## config.mk

```make
export PLATFORM = sky130hd
export DESIGN_NAME = hurp_port
export DESIGN_NICKNAME = d
export VERILOG_FILES = /design/src/hdl/hurp_pkg.sv /design/src/hdl/hurp_port.sv
export SDC_FILE = /design/constraint.sdc
export NUM_CORES = 1
export LEC_CHECK = 0
export BUFFER_PORTS_ARGS = -buffer_cell sky130_fd_sc_hd__buf_2
export CORE_ASPECT_RATIO = 2
export CORE_UTILIZATION = 48
export CTS_BUF_LIST = sky130_fd_sc_hd__clkbuf_8
export DETAILED_ROUTE_END_ITERATION = 8
export PLACE_DENSITY = 0.65
export SYNTH_ARGS = -nofsm -noshare
export SYNTH_HDL_FRONTEND = slang
export SYNTH_SLANG_ARGS = --single-unit
```

## constraint.sdc

```tcl
create_clock -name CORE_CLK -period 3.3 [get_ports CORE_CLK]
set_input_delay 0 -clock CORE_CLK [delete_from_list [all_inputs] [get_ports CORE_CLK]]
set_output_delay 0 -clock CORE_CLK [all_outputs]
set_load 0.1 [all_outputs]
```

## src/hdl/hurp_pkg.sv

```systemverilog
// shared constants and types of the host register port
package hurp_pkg;
  // ------------------------------------------------------------
  // register offsets
  // ------------------------------------------------------------
  localparam logic [2:0] HURP_OFF_DATA  = 3'h0;
  localparam logic [2:0] HURP_OFF_IEN   = 3'h1;
  localparam logic [2:0] HURP_OFF_IID   = 3'h2;
  localparam logic [2:0] HURP_OFF_LFMT  = 3'h3;
  localparam logic [2:0] HURP_OFF_MCTL  = 3'h4;
  localparam logic [2:0] HURP_OFF_LSTAT = 3'h5;
  localparam logic [2:0] HURP_OFF_MSTAT = 3'h6;
  localparam logic [2:0] HURP_OFF_SPARE = 3'h7;
  // ------------------------------------------------------------
  // field positions
  // ------------------------------------------------------------
  localparam int HURP_FC_EN      = 0;
  localparam int HURP_FC_RXCLR   = 1;
  localparam int HURP_FC_TXCLR   = 2;
  localparam int HURP_FC_DMA     = 3;
  localparam int HURP_FC_TRIG_LO = 6;
  localparam int HURP_LF_DIVSEL  = 7;
  localparam int HURP_IE_RXD     = 0;
  localparam int HURP_IE_THE     = 1;
  localparam int HURP_IE_LST     = 2;
  localparam int HURP_IE_MST     = 3;
  // ------------------------------------------------------------
  // reset values, trigger levels, identity codes
  // ------------------------------------------------------------
  localparam logic [7:0] HURP_RST_BYTE = 8'h00;
  localparam logic [4:0] HURP_TRIG_0   = 5'h01;
  localparam logic [4:0] HURP_TRIG_1   = 5'h04;
  localparam logic [4:0] HURP_TRIG_2   = 5'h08;
  localparam logic [4:0] HURP_TRIG_3   = 5'h0e;
  localparam logic [2:0] HURP_ID_LST   = 3'h3;
  localparam logic [2:0] HURP_ID_RXD   = 3'h2;
  localparam logic [2:0] HURP_ID_THE   = 3'h1;
  localparam logic [2:0] HURP_ID_MST   = 3'h0;
  localparam int         HURP_DEPTH    = 16;
  // ------------------------------------------------------------
  // carriers
  // ------------------------------------------------------------
  typedef struct packed {
    logic       brk;
    logic       frame;
    logic       parity;
    logic [7:0] data;
  } hurp_rx_entry_type;
endpackage

```

## src/hdl/hurp_port.sv

```systemverilog
// host register port with its receive and transmit fifos
`timescale 1ns/1ps
`default_nettype none
module hurp_fifo #(
  parameter int W = 8,
  parameter int D = 16
) (
  input  wire logic                     clk,
  input  wire logic                     rst,
  input  wire logic                     flush,
  input  wire logic                     in_valid,
  output logic                          in_ready,
  input  wire logic [W-1:0]             in_data,
  output logic                          out_valid,
  input  wire logic                     out_ready,
  output logic [W-1:0]                  out_data,
  output logic [$clog2(D+1)-1:0]        count
);
  localparam int AW = $clog2(D);
  logic [W-1:0]  mem_q [D];
  logic [AW-1:0] wp_q;
  logic [AW-1:0] rp_q;
  logic          push;
  logic          pop;
  assign in_ready  = (count != D[$clog2(D+1)-1:0]);
  assign out_valid = (count != '0);
  assign out_data  = mem_q[rp_q];
  assign push      = in_valid && in_ready;
  assign pop       = out_valid && out_ready;
  always_ff @(posedge clk) begin
    if (push) begin
      mem_q[wp_q] <= in_data;
    end
  end
  always_ff @(posedge clk) begin
    if (rst || flush) begin
      wp_q  <= '0;
      rp_q  <= '0;
      count <= '0;
    end else begin
      if (push) begin
        wp_q <= (wp_q == AW'(D-1)) ? '0 : wp_q + 1'b1;
      end
      if (pop) begin
        rp_q <= (rp_q == AW'(D-1)) ? '0 : rp_q + 1'b1;
      end
      count <= count + {{($clog2(D+1)-1){1'b0}}, push} - {{($clog2(D+1)-1){1'b0}}, pop};
    end
  end
endmodule // hurp_fifo

module hurp_port
  import hurp_pkg::*;
#(
  parameter int DEPTH = HURP_DEPTH
) (
  // clock and reset
  input  wire logic       CORE_CLK,
  input  wire logic       SYS_RST,
  // host pins
  input  wire logic       HOST_CS_N,
  input  wire logic       HOST_READ_STROBE_N,
  input  wire logic       HOST_WRITE_STROBE_N,
  input  wire logic [2:0] HOST_ADDR,
  input  wire logic [7:0] HOST_DATA_IN,
  output logic      [7:0] HOST_DATA_OUT,
  output logic            HOST_DATA_OE,
  // modem receive stream
  input  wire logic       MDM_RX_VALID,
  output logic            MDM_RX_READY,
  input  wire hurp_rx_entry_type MDM_RX_ENTRY,
  // modem transmit stream
  output logic            MDM_TX_VALID,
  input  wire logic       MDM_TX_READY,
  output logic      [7:0] MDM_TX_DATA,
  input  wire logic       MDM_TX_IDLE,
  // modem side status and settings
  input  wire logic [7:0] MDM_STATUS,
  output logic      [7:0] LINE_FORMAT,
  output logic      [7:0] MODEM_CONTROL,
  output logic     [15:0] DIVISOR,
  output logic            DMA_RX_READY,
  output logic            DMA_TX_READY
);
  localparam int CW = $clog2(DEPTH+1);
  // ------------------------------------------------------------
  // pin synchronisers and strobe edges
  // ------------------------------------------------------------
  logic [13:0] s1_q, s2_q;
  logic        rd_n_q3, wr_n_q3;
  logic        cs_s, rd_s, wr_s;
  logic [2:0]  a_s;
  logic [7:0]  d_s;
  logic        rd_ev, wr_ev;
  always_ff @(posedge CORE_CLK) begin
    if (SYS_RST) begin
      s1_q <= 14'h3fff;
      s2_q <= 14'h3fff;
    end else begin
      s1_q <= {HOST_CS_N, HOST_READ_STROBE_N, HOST_WRITE_STROBE_N, HOST_ADDR, HOST_DATA_IN};
      s2_q <= s1_q;
    end
  end
  assign {cs_s, rd_s, wr_s, a_s, d_s} = s2_q;
  always_ff @(posedge CORE_CLK) begin
    if (SYS_RST) begin
      rd_n_q3 <= 1'b1;
      wr_n_q3 <= 1'b1;
    end else begin
      rd_n_q3 <= rd_s;
      wr_n_q3 <= wr_s;
    end
  end
  assign rd_ev = rd_n_q3 && !rd_s && !cs_s;
  assign wr_ev = !wr_n_q3 && wr_s && !cs_s;
  // ------------------------------------------------------------
  // registers
  // ------------------------------------------------------------
  logic [7:0]  ien_q, lfmt_q, mctl_q, spare_q;
  logic [15:0] div_q;
  logic        fen_q, dma_q;
  logic [1:0]  trig_q;
  logic        divsel, wr_fc;
  assign divsel = lfmt_q[HURP_LF_DIVSEL];
  assign wr_fc  = wr_ev && a_s == HURP_OFF_IID;
  always_ff @(posedge CORE_CLK) begin
    if (SYS_RST) begin
      ien_q   <= HURP_RST_BYTE;
      lfmt_q  <= HURP_RST_BYTE;
      mctl_q  <= HURP_RST_BYTE;
      spare_q <= HURP_RST_BYTE;
      div_q   <= {HURP_RST_BYTE, HURP_RST_BYTE};
    end else if (wr_ev) begin
      case (a_s)
        HURP_OFF_DATA:  if (divsel) div_q[7:0] <= d_s;
        HURP_OFF_IEN:   if (divsel) div_q[15:8] <= d_s; else ien_q <= d_s & 8'h0f;
        HURP_OFF_LFMT:  lfmt_q <= d_s;
        HURP_OFF_MCTL:  mctl_q <= d_s & 8'h1f;
        HURP_OFF_SPARE: spare_q <= d_s;
        default: ;
      endcase
    end
  end
  always_ff @(posedge CORE_CLK) begin
    if (SYS_RST) begin
      fen_q  <= 1'b0;
      dma_q  <= 1'b0;
      trig_q <= 2'h0;
    end else if (wr_fc) begin
      fen_q <= d_s[HURP_FC_EN];
      if (d_s[HURP_FC_EN]) begin
        dma_q  <= d_s[HURP_FC_DMA];
        trig_q <= d_s[HURP_FC_TRIG_LO +: 2];
      end else begin
        dma_q <= 1'b0;
      end
    end
  end
  // ------------------------------------------------------------
  // fifos
  // ------------------------------------------------------------
  hurp_rx_entry_type rx_head;
  logic [CW-1:0] rx_cnt, tx_cnt;
  logic          rx_in_rdy, rx_nonempty, tx_in_rdy;
  logic          rx_pop, tx_push;
  logic          rx_flush, tx_flush, fc_clear;
  logic          rx_room, tx_room;
  assign fc_clear = wr_fc && (!d_s[HURP_FC_EN] || !fen_q);
  assign rx_flush = fc_clear || (wr_fc && d_s[HURP_FC_EN] && d_s[HURP_FC_RXCLR]);
  assign tx_flush = fc_clear || (wr_fc && d_s[HURP_FC_EN] && d_s[HURP_FC_TXCLR]);
  assign rx_room  = rx_in_rdy && (fen_q || rx_cnt == '0);
  assign tx_room  = tx_in_rdy && (fen_q || tx_cnt == '0);
  assign rx_pop   = rd_ev && a_s == HURP_OFF_DATA && !divsel;
  assign tx_push  = wr_ev && a_s == HURP_OFF_DATA && !divsel && tx_room;
  assign MDM_RX_READY = rx_room;
  hurp_fifo #(.W($bits(hurp_rx_entry_type)), .D(DEPTH)) u_rx (
    .clk(CORE_CLK), .rst(SYS_RST), .flush(rx_flush),
    .in_valid(MDM_RX_VALID && rx_room), .in_ready(rx_in_rdy), .in_data(MDM_RX_ENTRY),
    .out_valid(rx_nonempty), .out_ready(rx_pop), .out_data(rx_head), .count(rx_cnt)
  );
  hurp_fifo #(.W(8), .D(DEPTH)) u_tx (
    .clk(CORE_CLK), .rst(SYS_RST), .flush(tx_flush),
    .in_valid(tx_push), .in_ready(tx_in_rdy), .in_data(d_s),
    .out_valid(MDM_TX_VALID), .out_ready(MDM_TX_READY), .out_data(MDM_TX_DATA),
    .count(tx_cnt)
  );
  // ------------------------------------------------------------
  // line status and interrupt identity
  // ------------------------------------------------------------
  function automatic logic [CW-1:0] trig_level(input logic [1:0] code);
    case (code)
      2'h0:    trig_level = CW'(HURP_TRIG_0);
      2'h1:    trig_level = CW'(HURP_TRIG_1);
      2'h2:    trig_level = CW'(HURP_TRIG_2);
      default: trig_level = CW'(HURP_TRIG_3);
    endcase
  endfunction
  logic [3:0] err_q;
  logic       fifo_err_q;
  logic [7:0] mstat_q;
  logic [7:0] lstat;
  logic [7:0] iid;
  logic       rx_hit;
  logic       rd_lstat;
  logic [2:0] head_err;
  assign rd_lstat = rd_ev && a_s == HURP_OFF_LSTAT;
  assign head_err = rx_nonempty ? {rx_head.brk, rx_head.frame, rx_head.parity} : 3'h0;
  assign rx_hit   = fen_q ? (rx_cnt >= trig_level(trig_q)) : rx_nonempty;
  always_ff @(posedge CORE_CLK) begin
    if (SYS_RST) begin
      err_q      <= 4'h0;
      fifo_err_q <= 1'b0;
      mstat_q    <= HURP_RST_BYTE;
    end else begin
      mstat_q    <= MDM_STATUS;
      err_q      <= (rd_lstat ? 4'h0 : err_q)
                  | {head_err, MDM_RX_VALID && !rx_room};
      fifo_err_q <= (rd_lstat ? 1'b0 : fifo_err_q) | (fen_q && |head_err);
    end
  end
  assign lstat = {fifo_err_q, !MDM_TX_VALID && MDM_TX_IDLE, !MDM_TX_VALID,
                  err_q, rx_nonempty};
  always_comb begin
    iid = {fen_q, fen_q, 6'h01};
    if (ien_q[HURP_IE_LST] && |err_q) begin
      iid[3:0] = {HURP_ID_LST, 1'b0};
    end else if (ien_q[HURP_IE_RXD] && rx_hit) begin
      iid[3:0] = {HURP_ID_RXD, 1'b0};
    end else if (ien_q[HURP_IE_THE] && !MDM_TX_VALID) begin
      iid[3:0] = {HURP_ID_THE, 1'b0};
    end else if (ien_q[HURP_IE_MST] && |mstat_q[3:0]) begin
      iid[3:0] = {HURP_ID_MST, 1'b0};
    end
  end
  // ------------------------------------------------------------
  // read data and outputs
  // ------------------------------------------------------------
  logic [7:0] rdata_q;
  logic       rxrdy_q;
  always_ff @(posedge CORE_CLK) begin
    if (SYS_RST) begin
      rdata_q <= HURP_RST_BYTE;
    end else if (rd_ev) begin
      case (a_s)
        HURP_OFF_DATA:  rdata_q <= divsel ? div_q[7:0] : rx_head.data;
        HURP_OFF_IEN:   rdata_q <= divsel ? div_q[15:8] : ien_q;
        HURP_OFF_IID:   rdata_q <= iid;
        HURP_OFF_LFMT:  rdata_q <= lfmt_q;
        HURP_OFF_MCTL:  rdata_q <= mctl_q;
        HURP_OFF_LSTAT: rdata_q <= lstat;
        HURP_OFF_MSTAT: rdata_q <= mstat_q;
        default:        rdata_q <= spare_q;
      endcase
    end
  end
  always_ff @(posedge CORE_CLK) begin
    if (SYS_RST || !rx_nonempty) begin
      rxrdy_q <= 1'b0;
    end else if (rx_hit) begin
      rxrdy_q <= 1'b1;
    end
  end
  assign HOST_DATA_OUT = rdata_q;
  assign HOST_DATA_OE  = !cs_s && !rd_s && rd_n_q3 == 1'b0;
  assign LINE_FORMAT   = lfmt_q;
  assign MODEM_CONTROL = mctl_q;
  assign DIVISOR       = div_q;
  assign DMA_RX_READY  = (fen_q && dma_q) ? rxrdy_q : rx_nonempty;
  assign DMA_TX_READY  = (fen_q && dma_q) ? tx_in_rdy : !MDM_TX_VALID;
  // ------------------------------------------------------------
  // checks
  // ------------------------------------------------------------
  property p_fc_off;
    @(posedge CORE_CLK) disable iff (SYS_RST)
    wr_fc && !d_s[HURP_FC_EN] |=> !fen_q && !dma_q && rx_cnt == '0 && tx_cnt == '0;
  endproperty
  a_fc_off: assert property (p_fc_off) else $error("fifo disable failed");
  property p_fc_on;
    @(posedge CORE_CLK) disable iff (SYS_RST)
    wr_fc && d_s[HURP_FC_EN] |=> fen_q && dma_q == $past(d_s[HURP_FC_DMA]);
  endproperty
  a_fc_on: assert property (p_fc_on) else $error("fifo enable failed");
  property p_legacy;
    @(posedge CORE_CLK) disable iff (SYS_RST)
    !fen_q |-> tx_cnt <= CW'(1) && rx_cnt <= CW'(1);
  endproperty
  a_legacy: assert property (p_legacy) else $error("legacy depth exceeded");
  property p_depth;
    @(posedge CORE_CLK) disable iff (SYS_RST)
    rx_cnt <= CW'(DEPTH) && tx_cnt <= CW'(DEPTH);
  endproperty
  a_depth: assert property (p_depth) else $error("fifo overfilled");
  property p_rxread;
    @(posedge CORE_CLK) disable iff (SYS_RST)
    rx_pop && rx_nonempty |=> rdata_q == $past(rx_head.data);
  endproperty
  a_rxread: assert property (p_rxread) else $error("receive byte wrong");
  property p_divlo;
    @(posedge CORE_CLK) disable iff (SYS_RST)
    wr_ev && divsel && a_s == HURP_OFF_DATA
      |=> div_q[7:0] == $past(d_s) && tx_cnt <= $past(tx_cnt);
  endproperty
  a_divlo: assert property (p_divlo) else $error("divisor low not loaded");
  property p_iid;
    @(posedge CORE_CLK) disable iff (SYS_RST)
    rd_ev && a_s == HURP_OFF_IID |=> rdata_q[5:4] == 2'h0 && rdata_q[7:6] == {2{$past(fen_q)}};
  endproperty
  a_iid: assert property (p_iid) else $error("identity byte wrong");
  property p_lstat;
    @(posedge CORE_CLK) disable iff (SYS_RST)
    rd_lstat |=> rdata_q[0] == $past(rx_nonempty) && rdata_q[5] == $past(!MDM_TX_VALID);
  endproperty
  a_lstat: assert property (p_lstat) else $error("line status wrong");
  property p_lfmt;
    @(posedge CORE_CLK) disable iff (SYS_RST)
    wr_ev && a_s == HURP_OFF_LFMT |=> LINE_FORMAT == $past(d_s);
  endproperty
  a_lfmt: assert property (p_lfmt) else $error("format not stored");
endmodule // hurp_port
`default_nettype wire

```

==> report_table.html <==
<table>
<tr><th>Metric</th><th>Value</th></tr>
<tr><th colspan="2">Timing</th></tr>
<tr><td>Highest achievable clock rate</td><td>0.337 GHz</td></tr>
<tr><td>Clk_skew</td><td>0.0239 ns</td></tr>
<tr><td>Endpoints failing hold</td><td>0</td></tr>
<tr><td>Final critical delay including setup and external delays</td><td>2.96 ns</td></tr>
<tr><td>Sum of negative setup slack</td><td>0 ns</td></tr>
<tr><td>Relative slew slack</td><td>30.9%</td></tr>
<tr><td>Share of the clock period used by the worst path after layout</td><td>89.8%</td></tr>
<tr><td>RSZ-0062 raised after global routing</td><td>false</td></tr>
<tr><td>Endpoints failing setup</td><td>0</td></tr>
<tr><td>Slew Limit Fails</td><td>0</td></tr>
<tr><td>Worst-margin pin slew</td><td>1.04 ns</td></tr>
<tr><th colspan="2">Floorplan</th></tr>
<tr><td>Row Count</td><td>98</td></tr>
<tr><td>Die W</td><td>136 µm</td></tr>
<tr><td>Initial standard-cell utilization of the core</td><td>48.6%</td></tr>
<tr><td>Full die area</td><td>36900 µm²</td></tr>
<tr><td>I/O pins</td><td>91</td></tr>
<tr><td>Floorplan die height</td><td>271 µm</td></tr>
<tr><td>Std-Cell Core Area</td><td>35700 µm²</td></tr>
<tr><th colspan="2">Global route</th></tr>
<tr><td>GRT Overall Usage</td><td>23.6%</td></tr>
<tr><td>First-pass GRT wire length</td><td>62800 µm</td></tr>
<tr><td>Vias in the first global route</td><td>10506</td></tr>
<tr><td>Residual overflow from global routing</td><td>0</td></tr>
<tr><td>Maximum number of pins on one net before global-route repair</td><td>100</td></tr>
<tr><td>Antenna violations before repair</td><td>1</td></tr>
<tr><th colspan="2">Clock network</th></tr>
<tr><td>H-Tree Level Count</td><td>2</td></tr>
<tr><td>Clock tree from TritonCTS</td><td>built</td></tr>
<tr><td>Clk buf depth</td><td>3</td></tr>
<tr><td>Clock tree root driver cell</td><td>sky130_fd_sc_hd__clkbuf_8</td></tr>
<tr><td>TritonCTS buffer count</td><td>57</td></tr>
<tr><td># clock sinks</td><td>435</td></tr>
<tr><td>Hold buffers post-CTS</td><td>43</td></tr>
<tr><td>Buffers inserted by post-CTS timing repair</td><td>0</td></tr>
<tr><td>CTS clk-pin slew, worst paths</td><td>0.07 ns</td></tr>
<tr><td>Clk Latency, worst-skew pair</td><td>0.64 ns</td></tr>
<tr><td>PostCTS Resize Cnt</td><td>0</td></tr>
<tr><th colspan="2">Routing</th></tr>
<tr><td>Sum of routed wire length over all layers</td><td>41900 µm</td></tr>
<tr><td>Number of DRC violations after detailed routing</td><td>0</td></tr>
<tr><td>Number of detailed-routing iterations run before antenna repair</td><td>6</td></tr>
<tr><td>Initial detailed-routing violation count</td><td>560</td></tr>
<tr><td>Post-detailed-route wirelength per cell</td><td>23.1 µm</td></tr>
<tr><td>Residual antenna-violating net count after detailed routing</td><td>0</td></tr>
<tr><td>Vias per inst</td><td>5.53</td></tr>
<tr><td>Routed via count</td><td>10039</td></tr>
<tr><th colspan="2">Flow run</th></tr>
<tr><td>Max_cap viols</td><td>0</td></tr>
<tr><th colspan="2">Layout</th></tr>
<tr><td>Post-route cell area</td><td>20100 µm²</td></tr>
<tr><td>Layout filler cell count</td><td>2857</td></tr>
<tr><td>Finished Core Util</td><td>56.3%</td></tr>
<tr><td>Layout overhead on the synthesized area</td><td>15.9%</td></tr>
<tr><td>Commonest non-fill, non-tap cell in the layout</td><td>sky130_fd_sc_hd__edfxtp_1</td></tr>
<tr><td>Area used by multi-input combinational logic</td><td>5220 µm²</td></tr>
<tr><td>Proportion of layout cells with a drive suffix above 1</td><td>26.5%</td></tr>
<tr><td>Commonest cells after routing, fill and taps aside</td><td>sky130_fd_sc_hd__edfxtp_1, sky130_fd_sc_hd__dfxtp_1, sky130_fd_sc_hd__nor2_1</td></tr>
<tr><td>Final #Nets</td><td>1381</td></tr>
<tr><td>Sequential cell area</td><td>11800 µm²</td></tr>
<tr><th colspan="2">Placement</th></tr>
<tr><td>Quantity of I/O buffers inserted on ports</td><td>87</td></tr>
<tr><td>Placed wire-length estimate</td><td>29600 µm</td></tr>
<tr><td>Placed Area</td><td>18600 µm²</td></tr>
<tr><td>GP Congestion</td><td>0.877</td></tr>
<tr><th colspan="2">Setup path</th></tr>
<tr><td>CP required</td><td>3.30 ns</td></tr>
<tr><td>Family of cells with the greatest summed delay on the critical path</td><td>multiplexers</td></tr>
<tr><td>Worst Reg2Reg Path Length in Cells</td><td>14</td></tr>
<tr><td>CP arrival</td><td>2.96 ns</td></tr>
<tr><td>Delay contributed by the slowest stage of the critical path</td><td>0.68 ns</td></tr>
<tr><td>Slack of the worst reg-to-reg path</td><td>0.47 ns</td></tr>
<tr><td>CP Class</td><td>register to output port</td></tr>
<tr><td>Critical path endpoint category</td><td>output port</td></tr>
<tr><td>Kind of start point of the critical path</td><td>register</td></tr>
<tr><td>Origin of the critical flop-to-flop path</td><td>u_rx.count[3]</td></tr>
<tr><td>Worst-path cell chain</td><td>buf_4 -&gt; mux4_2 -&gt; mux4_2 -&gt; buf_2</td></tr>
<tr><td>Highest fanout seen on the critical path</td><td>32</td></tr>
<tr><td>Slowest cell on the critical path</td><td>sky130_fd_sc_hd__mux4_2</td></tr>
<tr><td>Buffer and inverter count on the worst path</td><td>2</td></tr>
<tr><td>Reg2Reg Capture Point</td><td>u_rx.count[4]</td></tr>
<tr><td>Most frequent CP cell</td><td>sky130_fd_sc_hd__mux4_2</td></tr>
<tr><th colspan="2">Hold path</th></tr>
<tr><td>Min-Delay Startpoint</td><td>HOST_DATA_IN[2]</td></tr>
<tr><td>Min-Delay Endpoint</td><td>s1_q[2]</td></tr>
<tr><td>Worst Hold Path Cells</td><td>3</td></tr>
<tr><td>Worst hold path type</td><td>primary input to register</td></tr>
<tr><th colspan="2">Synthesis</th></tr>
<tr><td>Largest area contributor in the netlist</td><td>sky130_fd_sc_hd__edfxtp_1</td></tr>
<tr><td>Synth warnings</td><td>0</td></tr>
<tr><td>Cell area after synthesis</td><td>17300 µm²</td></tr>
<tr><td>Simple-gate share of the synthesized area</td><td>7.78%</td></tr>
<tr><td>Main combinational cell family by area after synthesis</td><td>multiplexers</td></tr>
<tr><td>Unique masters post-synth</td><td>60</td></tr>
<tr><td>Multiplexer share of the synthesized area</td><td>15.3%</td></tr>
<tr><td>Synthesized flop and latch total</td><td>435</td></tr>
<tr><td>Area fraction of the dominant cell type after synthesis</td><td>52.7%</td></tr>
<tr><td>Number of synthesized flops with an enable pin</td><td>304</td></tr>
<tr><td>Fraction of the mapped netlist area in compound gates</td><td>4.12%</td></tr>
<tr><td>Syn Area/Cell</td><td>15.4 µm²</td></tr>
<tr><td>Part of the Yosys area used for sequential elements</td><td>67.8%</td></tr>
<tr><td>Cell types occupying the most area after synthesis</td><td>sky130_fd_sc_hd__edfxtp_1, sky130_fd_sc_hd__dfxtp_1, sky130_fd_sc_hd__mux4_2</td></tr>
<tr><td>Share of synthesized registers carrying an async set or reset</td><td>0%</td></tr>
<tr><td>Synth Area in XOR/XNOR</td><td>0.505%</td></tr>
<tr><td>Post-synthesis share of cell area spent on full adders, half adders and majority gates</td><td>2.11%</td></tr>
<tr><td>Number of instances in the synthesized netlist</td><td>1123</td></tr>
<tr><td>Flip-flop cell with the highest count after synthesis</td><td>sky130_fd_sc_hd__edfxtp_1</td></tr>
<tr><th colspan="2">Power and ir drop</th></tr>
<tr><td>Total design power</td><td>12.2 mW</td></tr>
<tr><td>Static leakage</td><td>7.16 nW</td></tr>
<tr><td>Power density normalized to cell area</td><td>606 nW/µm²</td></tr>
<tr><td>Largest voltage drop on the vdd net</td><td>0.000500 V</td></tr>
<tr><th colspan="2">Run status</th></tr>
<tr><td>Result of the run</td><td>complete, no violations</td></tr>
</table>
## power by group
part | internal, mW | leakage [nW] | switching, mW | total [mW]
combinational | 0.795 | 2.74 | 1.40 | 2.20
clock | 1.85 | 0.646 | 1.96 | 3.81
sequential | 6.03 | 3.78 | 0.142 | 6.17
## logic make-up after synthesis
logic type / count (synthesis)
AOI/OAI and AO/OA: 116
xor gates and xnor gates: 10
DFF: 435
and+or+nand+nor: 283
adders and majority gates: 28
buffers and inverters: 92
other: 1
muxes: 158
## cell usage after synthesis (all sizes together), types with 7 or more instances
library cell,count
nor3,17
buf,26
mux2i,65
nor2b,13
a21oi,43
clkbuf,35
dfxtp,131
nand3,12
edfxtp,304
nor2,118
mux4,85
inv,30
xor2,8
or2,30
ha,26
mux2,8
o21ai,25
o211ai,7
nand2,58
## worst max-delay path by stage
stage,cells past startpoint,slack [ns],to,from
5_1_grt,4,0.18,MDM_TX_DATA[0],register
2_1_floorplan,13,0.1,u_rx.count[4],LINE_FORMAT[7]
3_3_place_gp,16,0.49,u_rx.count[4],u_rx.count[3]
6_report,4,0.34,MDM_TX_DATA[0],register
3_5_place_dp,14,0.49,u_rx.count[4],u_rx.count[3]
4_1_cts,4,0.27,MDM_TX_DATA[6],register
## per-layer routing
| metal | global-route usage (%) | part of all wire, % | vias up |
|---|---|---|---|
| met4 | 12.0 | 4.9 | 0 |
| li1 | - | - | 4617 |
| met2 | 45.5 | 57 | 287 |
| met1 | 23.6 | 34 | 5028 |
| met3 | 3.52 | 4.1 | 107 |
| met5 | 0 | 0 | - |
## final cells by class
class / instances / area share (%)
Timing Repair Buffer: 192 / 6.70
Tap cell: 450 / 2.80
Multi-Input combinational cell: 598 / 26.0
Sequential cell: 435 / 58.5
Inverter: 31 / 0.579
Antenna cell: 1 / 0.0125
Clock inverter: 47 / 1.28
Clock buffer: 60 / 4.11
## worst register-to-register path: stages (launching register included)
cell and delay (ns):
sky130_fd_sc_hd__dfxtp_1 0.33, sky130_fd_sc_hd__inv_1 0.08, sky130_fd_sc_hd__ha_1 0.17, sky130_fd_sc_hd__or4b_1 0.62, sky130_fd_sc_hd__o21ai_4 0.14, sky130_fd_sc_hd__nand2_1 0.13
sky130_fd_sc_hd__clkinv_1 0.17, sky130_fd_sc_hd__ha_1 0.19, sky130_fd_sc_hd__inv_1 0.06, sky130_fd_sc_hd__fa_1 0.43, sky130_fd_sc_hd__inv_1 0.07, sky130_fd_sc_hd__a21oi_1 0.05
sky130_fd_sc_hd__nor2_1 0.10, sky130_fd_sc_hd__or3_1 0.11, sky130_fd_sc_hd__a21oi_1 0.05
## registers in the layout (all words and copies together) (netlist names), 5 cells and up, named ones only
name,flops
u_tx.count,5
MODEM_CONTROL,5
u_rx.count,5
spare_q,8
mstat_q,8
u_rx.mem_q,176
HOST_DATA_OUT,8
DIVISOR,16
LINE_FORMAT,8
u_tx.mem_q,128
s2_q,14
s1_q,14
## through the flow
step                worst slack, ns  hold slack, ns  instances
detailed placement            0.490           0.184       1663
CTS                           0.275          0.0558       1813
global route                  0.181          0.0880       1814
finish                        0.335          0.0983       1814
floorplan                    0.0998          0.0989       1125
global placement              0.486           0.182       1663
Note: power is estimated with default switching activity, not from simulation.
